===== config.mk =====
export PLATFORM = sky130hd
export DESIGN_NAME = ales_encoder
export DESIGN_NICKNAME = d
export VERILOG_FILES = /design/src/ales_pkg.sv /design/src/ales_blink.sv /design/src/ales_encoder.sv
export SDC_FILE = /design/constraint.sdc
export NUM_CORES = 1
export LEC_CHECK = 0
export BUFFER_PORTS_ARGS = -buffer_cell sky130_fd_sc_hd__buf_2
export CORE_UTILIZATION = 50
export CTS_BUF_LIST = sky130_fd_sc_hd__clkbuf_4
export DETAILED_ROUTE_END_ITERATION = 10
export PLACE_DENSITY = 0.67
export SLEW_MARGIN = 25
export SYNTH_ARGS = -nofsm -noshare
export SYNTH_HDL_FRONTEND = slang
export SYNTH_SLANG_ARGS = --single-unit

===== constraint.sdc =====
create_clock -name core_clk -period 2.7 [get_ports core_clk]
set_input_delay 0.135 -clock core_clk [delete_from_list [all_inputs] [get_ports core_clk]]
set_output_delay 0.135 -clock core_clk [all_outputs]
set_load 0.02 [all_outputs]

===== src/ales_pkg.sv =====
/*
  package for the alarm and indicator status encoder: condition flags,
  indicator and monitor carriers, timing constants.
  assumes a single 125 MHz core clock.
*/
`default_nettype none
package ales_pkg;
  localparam int CLK_MHZ          = 125;
  localparam int BLINK_HALF_MS    = 250;  // indicator blink half period
  localparam int PULSE_HALF_MS    = 1;    // power-good pulse half period
  localparam int CYC_PER_MS       = CLK_MHZ * 1000;
  localparam int BLINK_HALF_CYC   = BLINK_HALF_MS * CYC_PER_MS;
  localparam int PULSE_HALF_CYC   = PULSE_HALF_MS * CYC_PER_MS;
  localparam int ADDR_W           = 4;
  localparam logic MON_IDLE       = 1'b1;  // monitor lines idle high
  localparam logic PRESENT_LEVEL  = 1'b0;  // present pin held low

  typedef struct packed {
    logic therm_alarm;
    logic therm_shutdown;
    logic fan_single;
    logic fan_double;
    logic fuse_blown;
    logic boost_fail;
    logic ov_latched;
    logic input_out_of_limits;
    logic input_absent;
    logic overcurrent;
    logic internal_fail;
    logic service_req;
    logic comms_fault;
  } ales_cond_t;

  typedef struct packed {
    logic input_ok;
    logic output_ok;
    logic service;
    logic fault;
  } ales_led_t;

  typedef struct packed {
    logic fault_n;
    logic overheat_warn_n;
    logic output_health_warn_n;
    logic unit_inserted_pin;
  } ales_mon_t;

  typedef enum logic { ALES_PMBUS, ALES_RS485 } ales_proto_t;
endpackage
`default_nettype wire


===== src/ales_blink.sv =====
/*
  square wave generator used for indicator blinking and power-good pulsing.
  assumes core_clk with synchronous active-low reset.
*/
`timescale 1ns/1ns
`default_nettype none
module ales_blink #(
  parameter int HALF_CYC = 4
) (
  input  wire logic core_clk,
  input  wire logic rst_n,
  output var  logic wave
);
  logic [31:0] cnt;
  logic [31:0] next_cnt;
  logic        next_wave;

  // toggle every half period
  always_comb begin
    next_cnt  = cnt + 32'h1;
    next_wave = wave;
    if (cnt >= 32'(HALF_CYC - 1)) begin
      next_cnt  = 32'h0;
      next_wave = ~wave;
    end
  end

  always_ff @(posedge core_clk) begin
    if (!rst_n) begin
      cnt  <= 32'h0;
      wave <= 1'b0;
    end else begin
      cnt  <= next_cnt;
      wave <= next_wave;
    end
  end
endmodule
`default_nettype wire


===== src/ales_encoder.sv =====
/*
  alarm and indicator status encoder: maps condition flags onto four
  front-panel indicators and four monitoring outputs, gates the main
  output and builds the low address bits.
  assumes all inputs are synchronous to core_clk; open-drain pins are
  given as output level plus enable (enable low while driving low).
*/
`timescale 1ns/1ns
`default_nettype none
// Functional notes
// RULE_01 - normal: input and output indicators lit, monitors high, present low
// RULE_02 - thermal alarm: service lit, overheat low; shutdown adds fault outputs
// RULE_03 - fuse, boost or overvoltage: output off, fault lit, fault low
// RULE_04 - input bad: input indicator blinks or off, power-good low
// RULE_05 - overcurrent: output indicator blinks, power-good pulses at 1 ms
// RULE_06 - nonfatal fault: both ok lit, fault lit, fault low, power-good high
// RULE_07 - fan fault: fault lit, fault and power-good low; double shuts down
// RULE_08 - open on/off input is standby: output off, power-good low
// RULE_09 - power-good low whenever main output loss is anticipated
// RULE_10 - fault output idles high, low only in fault condition
// RULE_11 - interlock open keeps main output disabled
// RULE_12 - address bits A3..A0 from unit and shelf position levels
// RULE_13 - present output low in every condition
// RULE_14 - service request or comms fault blink indicators, monitors high; code blinks service in PMBus mode only, fault in RS485 only
module ales_encoder #(
  parameter int BLINK_HALF = ales_pkg::BLINK_HALF_CYC,
  parameter int PULSE_HALF = ales_pkg::PULSE_HALF_CYC
) (
  input  wire logic                            core_clk,
  input  wire logic                            rst_n,
  input  wire ales_pkg::ales_cond_t            cond,
  input  wire ales_pkg::ales_proto_t           proto,
  input  wire logic                            on_off_n,
  input  wire logic                            interlock_made,
  input  wire logic [ales_pkg::ADDR_W-1:0]     unit_position_level,
  input  wire logic [ales_pkg::ADDR_W-1:0]     shelf_position_level,
  output var  ales_pkg::ales_led_t             led,
  output var  ales_pkg::ales_mon_t             mon,
  output var  ales_pkg::ales_mon_t             mon_oe_n,
  output var  logic                            main_enable,
  output var  logic [ales_pkg::ADDR_W-1:0]     addr_low
);
  logic blink;
  logic pulse;
  ales_pkg::ales_led_t next_led;
  ales_pkg::ales_mon_t next_mon;
  logic next_main_enable;
  logic [ales_pkg::ADDR_W-1:0] next_addr_low;
  logic shutdown;
  logic hard_fault;

  ales_blink #(.HALF_CYC(BLINK_HALF)) u_blink (
    .core_clk (core_clk),
    .rst_n    (rst_n),
    .wave     (blink)
  );

  ales_blink #(.HALF_CYC(PULSE_HALF)) u_pulse (
    .core_clk (core_clk),
    .rst_n    (rst_n),
    .wave     (pulse)
  );

  // combine the two position levels into the address nibble
  function automatic logic [ales_pkg::ADDR_W-1:0] addr_bits(
    input logic [ales_pkg::ADDR_W-1:0] unit_lvl,
    input logic [ales_pkg::ADDR_W-1:0] shelf_lvl
  );
    addr_bits = unit_lvl ^ shelf_lvl;
  endfunction

  // shutdown causes; a single fan fault keeps running
  assign hard_fault = cond.fuse_blown | cond.boost_fail | cond.ov_latched;
  assign shutdown   = cond.therm_shutdown | hard_fault | cond.fan_double;

  // priority: worst condition last so it overrides milder ones
  always_comb begin
    next_led = '{input_ok: 1'b1, output_ok: 1'b1,
                 service: 1'b0, fault: 1'b0};                    // RULE_01
    next_mon = '{fault_n: ales_pkg::MON_IDLE,
                 overheat_warn_n: ales_pkg::MON_IDLE,
                 output_health_warn_n: ales_pkg::MON_IDLE,
                 unit_inserted_pin: ales_pkg::PRESENT_LEVEL};    // RULE_13
    next_main_enable = !on_off_n && interlock_made;             // RULE_11
    if (proto == ales_pkg::ALES_PMBUS && cond.service_req)
      next_led.service = blink;                                  // RULE_14
    if (proto == ales_pkg::ALES_RS485 && cond.comms_fault)
      next_led.fault = blink;                                    // RULE_14
    if (cond.internal_fail) begin
      next_led.fault   = 1'b1;                                   // RULE_06
      next_mon.fault_n = 1'b0;                                   // RULE_10
    end
    if (cond.overcurrent) begin
      next_led.output_ok = blink;                                // RULE_05
      next_mon.output_health_warn_n = pulse;                     // RULE_05
    end
    if (on_off_n) begin
      next_led.output_ok = 1'b0;                                 // RULE_08
      next_mon.output_health_warn_n = 1'b0;                      // RULE_09
    end
    if (cond.input_out_of_limits || cond.input_absent) begin
      next_led.input_ok  = cond.input_absent ? 1'b0 : blink;     // RULE_04
      next_led.output_ok = 1'b0;
      next_mon.output_health_warn_n = 1'b0;                      // RULE_09
      next_main_enable = 1'b0;
    end
    if (cond.fan_single || cond.fan_double) begin
      next_led.fault   = 1'b1;                                   // RULE_07
      next_mon.fault_n = 1'b0;
      next_mon.output_health_warn_n = 1'b0;
    end
    if (cond.therm_alarm || cond.therm_shutdown) begin
      next_led.service = 1'b1;                                   // RULE_02
      next_mon.overheat_warn_n = 1'b0;
    end
    if (shutdown) begin
      next_led.input_ok  = 1'b1;                                 // RULE_03
      next_led.output_ok = 1'b0;
      next_led.fault     = 1'b1;
      next_mon.fault_n   = 1'b0;                                 // RULE_10
      next_mon.output_health_warn_n = 1'b0;                      // RULE_09
      next_main_enable = 1'b0;
    end
    next_addr_low = addr_bits(unit_position_level,
                              shelf_position_level);             // RULE_12
  end

  // registered outputs; reset turns all indicators off and holds power-good low
  always_ff @(posedge core_clk) begin
    if (!rst_n) begin
      led         <= '0;
      mon         <= '{fault_n: 1'b1, overheat_warn_n: 1'b1,
                       output_health_warn_n: 1'b0,
                       unit_inserted_pin: 1'b0};
      main_enable <= 1'b0;
      addr_low    <= '0;
    end else begin
      led         <= next_led;
      mon         <= next_mon;
      main_enable <= next_main_enable;
      addr_low    <= next_addr_low;
    end
  end

  // open drain: enable low only while pulling low
  assign mon_oe_n = mon;

  a_present_low: assert property ( // RULE_13
    @(posedge core_clk) disable iff (!rst_n)
    ##1 mon.unit_inserted_pin == 1'b0)
    else $error("present pin not low");
  a_shutdown_out: assert property ( // RULE_03
    @(posedge core_clk) disable iff (!rst_n)
    shutdown |=> !mon.fault_n && !led.output_ok && led.fault)
    else $error("shutdown pattern wrong");
  a_therm_warn: assert property ( // RULE_02
    @(posedge core_clk) disable iff (!rst_n)
    cond.therm_alarm |=> !mon.overheat_warn_n && led.service)
    else $error("thermal warning missing");
  a_standby_pg: assert property ( // RULE_08
    @(posedge core_clk) disable iff (!rst_n)
    on_off_n |=> !mon.output_health_warn_n && !main_enable)
    else $error("standby not reflected");
  a_interlock_gate: assert property ( // RULE_11
    @(posedge core_clk) disable iff (!rst_n)
    !interlock_made |=> !main_enable)
    else $error("main output on without interlock");
  a_fan_fault: assert property ( // RULE_07
    @(posedge core_clk) disable iff (!rst_n)
    cond.fan_single |=> !mon.fault_n && !mon.output_health_warn_n)
    else $error("fan fault not flagged");
  a_input_bad: assert property ( // RULE_04
    @(posedge core_clk) disable iff (!rst_n)
    cond.input_absent && !shutdown |=> !led.input_ok && !led.output_ok)
    else $error("input absent pattern wrong");
  a_addr_bits: assert property ( // RULE_12
    @(posedge core_clk) disable iff (!rst_n)
    ##1 addr_low == $past(unit_position_level ^ shelf_position_level))
    else $error("address bits wrong");
  a_fault_idle: assert property ( // RULE_10
    @(posedge core_clk) disable iff (!rst_n)
    $fell(mon.fault_n) |-> $past(shutdown | cond.fan_single
                                 | cond.internal_fail))
    else $error("fault low without cause");
  a_nonfatal: assert property ( // RULE_06
    @(posedge core_clk) disable iff (!rst_n)
    cond.internal_fail && !shutdown && !cond.fan_single && !on_off_n
    && !cond.input_absent && !cond.input_out_of_limits
    && !cond.overcurrent |=> mon.output_health_warn_n && led.fault)
    else $error("nonfatal fault pattern wrong");
  a_normal: assert property ( // RULE_01
    @(posedge core_clk) disable iff (!rst_n)
    cond == '0 && !on_off_n |=> led.input_ok && led.output_ok
    && !led.service && !led.fault && mon.fault_n
    && mon.overheat_warn_n && mon.output_health_warn_n)
    else $error("normal pattern wrong");

  // overload must not reach the fault pin or the fault lamp
  a_overload_quiet: assert property ( // RULE_05
    @(posedge core_clk) disable iff (!rst_n)
    cond.overcurrent && !shutdown && !cond.fan_single
    && !cond.internal_fail && !cond.comms_fault
    |=> mon.fault_n && !led.fault)
    else $error("overload raised a fault");
  // the pulse wave reaches power-good unless a harder cause holds it low
  a_overload_pulse: assert property ( // RULE_05
    @(posedge core_clk) disable iff (!rst_n)
    cond.overcurrent && !on_off_n && !shutdown && !cond.fan_single
    && !cond.input_out_of_limits && !cond.input_absent
    |=> mon.output_health_warn_n == $past(pulse))
    else $error("power-good not pulsing in overload");
  // standby alone leaves every alarm line released
  a_standby_quiet: assert property ( // RULE_08
    @(posedge core_clk) disable iff (!rst_n)
    on_off_n && cond == '0
    |=> mon.fault_n && mon.overheat_warn_n && !led.output_ok && !led.fault)
    else $error("standby raised an alarm");
  // bad input drops power-good only, the alarm lines stay released
  a_input_alarms: assert property ( // RULE_04
    @(posedge core_clk) disable iff (!rst_n)
    (cond.input_out_of_limits || cond.input_absent) && !shutdown
    && !cond.fan_single && !cond.therm_alarm && !cond.internal_fail
    |=> mon.fault_n && mon.overheat_warn_n && !mon.output_health_warn_n
    && !main_enable)
    else $error("input fault pattern wrong");
  // service blink is a bus-mode feature; thermal warning overrides it
  a_service_blink: assert property ( // RULE_14
    @(posedge core_clk) disable iff (!rst_n)
    cond.service_req && !cond.therm_alarm && !cond.therm_shutdown
    |=> led.service == ($past(proto) == ales_pkg::ALES_PMBUS
                        && $past(blink)))
    else $error("service lamp wrong");
  // comms blink only in the serial-line mode, below every real fault
  a_comms_blink: assert property ( // RULE_14
    @(posedge core_clk) disable iff (!rst_n)
    proto == ales_pkg::ALES_RS485 && cond.comms_fault
    && !cond.internal_fail && !cond.fan_single && !shutdown
    |=> led.fault == $past(blink))
    else $error("comms lamp not blinking");
endmodule
`default_nettype wire


==> results of run 1 <==
-- cell type report --
cell class                      count  share of cell area (%)
Inverter                           13                    1.38
Timing Repair Buffer               61                    11.5
Sequential cell                    78                    44.1
Clock inverter                      3                   0.353
Multi-Input combinational cell    235                    37.6
Clock buffer                       12                    2.54
Tap cell                           72                    2.54
-- worst paths after layout --
kind | startpoint | end | cells past startpoint
worst max-delay path | u_pulse.cnt[12] | u_pulse.cnt[12] | 5
worst min-delay path | cond[4] | led[3] | 4
worst max register to register | u_pulse.cnt[12] | u_pulse.cnt[12] | 5
worst min register to register | u_blink.cnt[0] | u_blink.cnt[0] | 1
-- power groups by stage --
stage               Sequential, W  Combinational, W  Clock [W]
detailed placement        0.00121         0.0000750          0
floorplan                 0.00123         0.0000305          0
global placement          0.00121         0.0000732          0
CTS                       0.00119         0.0000997   0.000569
global route              0.00119          0.000111   0.000627
finish                    0.00119          0.000102   0.000544
-- tightest hold or removal path, cell delays in order --
cell	delay [ns]
buf_2	0.09
a21oi_1	0.04
nor2_1	0.09
nor2_1	0.05
-- per-layer routing --
metal | vias to the layer above | track usage (%)
met4 | 0 | 6.30
met2 | 49 | 34.2
met3 | 7 | 6.28
met1 | 1039 | 20.4
met5 | - | 0
li1 | 1195 | -
-- flip-flops by register name (all words and copies together) (netlist names) --
name / cells
u_blink.cnt: 32
mon: 3
u_pulse.wave: 1
u_blink.wave: 1
u_pulse.cnt: 32
addr_low: 4
led: 4
main_enable: 1
-- cell usage in the layout, fill, tap and decap left out, types with 6 or more instances in the layout --
master and count:
dfxtp_1 78, nor2_1 61, buf_2 40, xnor2_1 36, conb_1 24, nor3_1 21, dlygate4sd3_1 20, nand3_1 16
nand2_1 16, inv_1 12, clkbuf_4 12, and3_1 9, nor4_1 8, nand4_1 7, xor2_1 6
-- stage by stage --
step	instance area [sq um]	hold slack (ns)
global placement	3240	0.349
floorplan	3020	0.218
global route	3540	0.0515
detailed placement	3240	0.347
finish	3540	0.0513
CTS	3540	0.0265
-- kinds of logic (layout without fill, tap and decap cells) --
kind of cell,after synthesis,in the layout,synth area share [%]
adders and majority gates,2,2,0.853
DFF,78,78,53.2
buffers and inverters,24,89,4.22
other,1,24,0.128
xor gates and xnor gates,42,42,12.5
AOI/OAI and AO/OA,18,18,4.78
and+or+nand+nor,149,149,24.2
-- what timing repair did --
action                                 CTS  global route
buffers inserted                         0             0
hold buffers                            20             0
endpoints found under the hold margin   11             0
==> flow_metrics.py, run 1 <==
metrics = {
    "critical_path": {
        "max_stage_delay_ns": 0.55,
        "cp.buffers_inverters": 0,
        "crit_arrival_ns": 2.29,
        "critical_path_required_ns": 2.97,
        "crit_slowest_cell": "or4_4",
        "end_kind": "register",
        "r2r_slack_ns": 0.68,
        "crit_family": "simple AND/OR/NAND/NOR gates",
        "crit_fanout": 16,
        "crit_chain": "or4_4 -> a211oi_1 -> o2bb2ai_2 -> or2_1 -> nor2_1",
        "startpoint_type": "register",
        "critical_path_class": "register to register",
    },
    "placed_design": {
        "place.gp.congestion": 0.787,
        "portBuffers": 40,
        "dp.cells": 439,
        "dp_hpwl_um": 3500,
        "pre_cts_slack_ns": 0.653,
    },
    "finish": {
        "final_cell_count_no_fill": 474,
        "antenna_cells": 0,
        "n_fill_cell": 476,
        "regArea_sq_um": 1560,
        "nets": 426,
        "final_core_util_pct": 63.6,
        "drive_above_1_share_pct": 15.2,
        "syn_to_final_growth_pct": 20.9,
        "multi_input_area_sq_um": 1330,
    },
    "sta": {
        "hold_viol": 0,
        "setup_tns_ns": 0,
        "tightest_slew_ns": 0.543,
        "finalWorstSetupSlack_ns": 0.677,
        "rsz0062_at_grt": "no",
        "fmax_ghz": 0.494,
        "finalMaxSlewViolations": 0,
        "finalSetupViolCount": 0,
        "relSlewSlack_pct": 63.8,
        "period_share_pct": 74.9,
        "layout_min_cycle_time_ns": 2.02,
        "skew_ns": 0.0113,
    },
    "power_and_ir_drop": {
        "switching_share_pct": 21.4,
        "intPower_w": 0.00144,
        "power_frac_seq_pct": 64.8,
        "p_switching_w": 0.000393,
        "pwr-share-comb_pct": 5.5,
        "power_density_nw_per_um2": 517,
        "ir_worst_vdd_uv": 282,
        "p_clk_share_pct": 29.7,
        "finalPower_w": 0.00183,
        "leakagePower_nw": 1.30,
    },
    "drt": {
        "vias": 2290,
        "wl_met2_um": 2570,
        "highest_layer": "met4",
        "route.detailed.drc": 0,
        "drtIter0Drc": 80,
        "drtPass1Iterations": 4,
        "vias_per_cell": 4.83,
        "wl_per_cell_um": 11.0,
        "drtAntennaViolNets": 0,
        "drt_wl_total_um": 5240,
        "dr_wl_met3_um": 256,
        "met1_length_um": 2370,
    },
    "die": {
        "fp.dieH_um": 78.6,
        "die_area_sq_um": 6180,
        "core-area_sq_um": 5570,
        "pin_count": 43,
        "die_w_um": 78.6,
        "start_util_pct": 52.6,
        "num_rows": 27,
    },
    "global_route": {
        "grt_pass1_wl_um": 9080,
        "grt_overflow": 0,
        "grt_pass1_vias": 2200,
        "antenna_found_initial": 0,
        "gr-usage-all-layers_pct": 18.9,
        "grt_max_degree": 26,
    },
    "cts": {
        "cts_root_buffer": "clkbuf_4",
        "cts_tree": "built",
        "cts_resized": 0,
        "clk_pin_slew_ns": 0.10,
        "cts.sinks": 78,
        "cts_buffer_depth": 2,
        "htreeDepth": 3,
        "insertion_delay_ns": 0.40,
        "cts_buffers": 9,
    },
    "synthesis": {
        "postSynthCellCount": 314,
        "ys.flop_type": "dfxtp_1",
        "synth_area_leader_cell": "dfxtp_1",
        "postSynthAreaPerCell_sq_um": 9.34,
        "yosysMostFrequentCell": "dfxtp_1",
        "yosys_warnings": 0,
        "synth_common_cells": "78 x dfxtp_1, 61 x nor2_1, 36 x xnor2_1",
        "yosys.cell_types.count": 33,
        "synth_area_leaders": "dfxtp_1 53%, xnor2_1 11%, nor2_1 7.8%",
        "syn_area_sq_um": 2930,
        "async_reset_ff_share_pct": 0,
        "synth_top_cell_area_share_pct": 53.2,
        "ys_seq_area_share_pct": 53.2,
        "synth_edf_count": 0,
        "ys_ff_latch": 78,
    },
    "status": {
        "status": "finished, final reports clean",
    },
    "hold_path": {
        "hold_class": "primary input to register",
    },
    "job": {
        "cap_violations": 0,
    },
}
Power figures use the tool's default switching activity.
==> run 2, diff against run 1 <==
- PLACE_DENSITY: 0.67 -> 0.7
- clock period: 2.7 -> 1.8 ns (I/O delays scaled with it)
==> run 2 against run 1 <==
Cell count is 3.6% higher; core utilization is 3.4 points higher; setup slack worse by 0.59 ns; combinational power is 61% higher; count of clock-buffer cells in the layout is 2 lower; die area stayed put; worst hold slack better by 0.0053 ns; largest cell class unchanged.
==> flow_metrics.py, run 2 (synthesized netlist as in run 1, its figures left out) <==
metrics = {
    "status": {
        "status": "finished, final reports clean",
    },
    "drt": {
        "wl_per_cell_um": 11.9,
        "drt_wl_total_um": 5860,
        "route.detailed.drc": 0,
        "drtAntennaViolNets": 0,
        "drtIter0Drc": 65,
        "drtPass1Iterations": 4,
        "vias": 2391,
        "vias_per_cell": 4.87,
    },
    "sta": {
        "fmax_ghz": 0.584,
        "hold_slack_ns": 0.0565,
        "finalSetupViolCount": 0,
        "finalMaxSlewViolations": 0,
        "skew_ns": 0.0105,
        "period_share_pct": 95.2,
        "layout_min_cycle_time_ns": 1.71,
        "rsz0062_at_grt": "no",
        "hold_viol": 0,
    },
    "die": {
        "start_util_pct": 52.6,
        "die_area_sq_um": 6180,
        "die_w_um": 78.6,
        "fp.dieH_um": 78.6,
        "core-area_sq_um": 5570,
        "num_rows": 27,
        "pin_count": 43,
    },
    "placed_design": {
        "portBuffers": 40,
        "place.gp.congestion": 0.802,
        "dp_hpwl_um": 3770,
    },
    "critical_path": {
        "timing.critical_path.to": "mon[1]",
        "end_kind": "register",
        "r2r_slack_ns": 0.14,
        "startpoint_type": "primary input",
        "r2r-end": "u_blink.cnt[10]",
        "critical_path_required_ns": 2.15,
        "critical_path_class": "primary input to register",
        "crit_chain": "dlygate4sd3_1 -> buf_2 -> nor4_1 -> nand3_1 -> a2111oi_2 -> dlygate4sd3_1",
        "crit_family": "buffers and inverters",
        "crit_slowest_cell": "dlygate4sd3_1",
        "crit_fanout": 3,
        "r2r_start": "u_blink.cnt[5]",
        "cp_num_cells": 6,
        "cp.buffers_inverters": 3,
        "startpoint": "cond[4]",
        "crit_arrival_ns": 2.06,
        "path_common_cell": "dlygate4sd3_1",
        "reg2reg_depth": 6,
        "max_stage_delay_ns": 0.59,
    },
    "finish": {
        "antenna_cells": 0,
        "final_cell_mix": "78 x dfxtp_1, 61 x nor2_1, 40 x buf_2",
        "nets": 442,
        "layout_commonest_cell": "dfxtp_1",
        "final_core_util_pct": 67.0,
        "drive_above_1_share_pct": 19.3,
        "syn_to_final_growth_pct": 27.3,
        "top_regs": "u_blink.cnt: 32 flops, u_pulse.cnt: 32 flops",
    },
    "global_route": {
        "grt_max_degree": 26,
        "grt_overflow": 0,
        "grt_pass1_vias": 2284,
        "grt_pass1_wl_um": 9630,
        "gr-usage-all-layers_pct": 20.2,
        "antenna_found_initial": 0,
    },
    "cts": {
        "cts_root_buffer": "clkbuf_4",
        "htreeDepth": 3,
        "cts.sinks": 78,
        "clk_pin_slew_ns": 0.12,
        "cts_buffer_depth": 2,
        "cts_buffers": 9,
        "cts_tree": "built",
        "insertion_delay_ns": 0.39,
        "post-cts-setup-buffers": 0,
    },
    "power_and_ir_drop": {
        "leakagePower_nw": 1.41,
        "ir_worst_vdd_uv": 465,
        "finalPower_w": 0.00291,
        "power_density_nw_per_um2": 779,
    },
    "hold_path": {
        "hold_class": "primary input to register",
    },
    "job": {
        "cap_violations": 0,
    },
}
[run 2: changes by cell type in the layout (fill, tap and decap cells not counted), moves of 2 or more]
cell	change
dlygate4sd3_1	+2
clkbuf_4	-2
nor4_2	+2
nor4_1	-2
buf_4	+13
clkinv_2	+2
[run 2: area by class of cell]
cell class                 instances  area (sq um)
tap                               72          90.1
clock buffer                      10          75.1
inverter                          13          48.8
timing repair buffer              77           546
fill                             458          1840
multi-input combinational        235          1360
clock inverter                     6          52.6
sequential                        78          1560
[run 2: tightest hold or removal path, cell delays in order]
cell and delay (ns):
buf_2 0.08, nor3_1 0.05, nand2_1 0.09, nor2_1 0.05
nor2_1 0.07
[run 2: report_power, final]
part	internal (W)	switching (W)
sequential	0.00177	0.0000134
clock	0.000424	0.000537
combinational	0.0000830	0.0000808
[run 2: how the worst min path moves through the flow]
stage | from | end | slack (ns) | cells past startpoint
3_5_place_dp | cond[10] | mon[1] | 0.30 | 2
2_1_floorplan | cond[10] | mon[1] | 0.17 | 1
3_3_place_gp | cond[3] | led[2] | 0.30 | 2
6_report | cond[6] | led[3] | 0.06 | 5
4_1_cts | on_off_n | main_enable | 0.0003 | 4
5_1_grt | cond[6] | led[3] | 0.04 | 5
[run 2: timing repair]
| action | CTS | global route |
|---|---|---|
| hold endpoints to repair | 12 | 0 |
| hold buffers | 22 | 0 |
| endpoints found under the setup margin | 16 | 21 |
| pin swaps | 0 | 2 |
| resized for setup | 1 | 6 |
[run 2: metal layers]
layer,global-route usage [%],part of all wire [%],vias up
met3,6.51,5.7,10
met4,7.96,1.6,0
met1,21.4,44,1079
met5,0,0,-
li1,-,-,1228
met2,36.6,49,74
[run 2: through the flow]
stage	instance area, sq um	worst slack (ns)	std cells	TNS, ns
after CTS	3710	0.0159	491	0
after floorplan	3020	0.0694	337	0
after global placement	3360	-0.0549	453	-0.783
final	3730	0.0864	491	0
after global routing	3730	0.0237	491	0
after detailed placement	3360	-0.111	453	-1.50
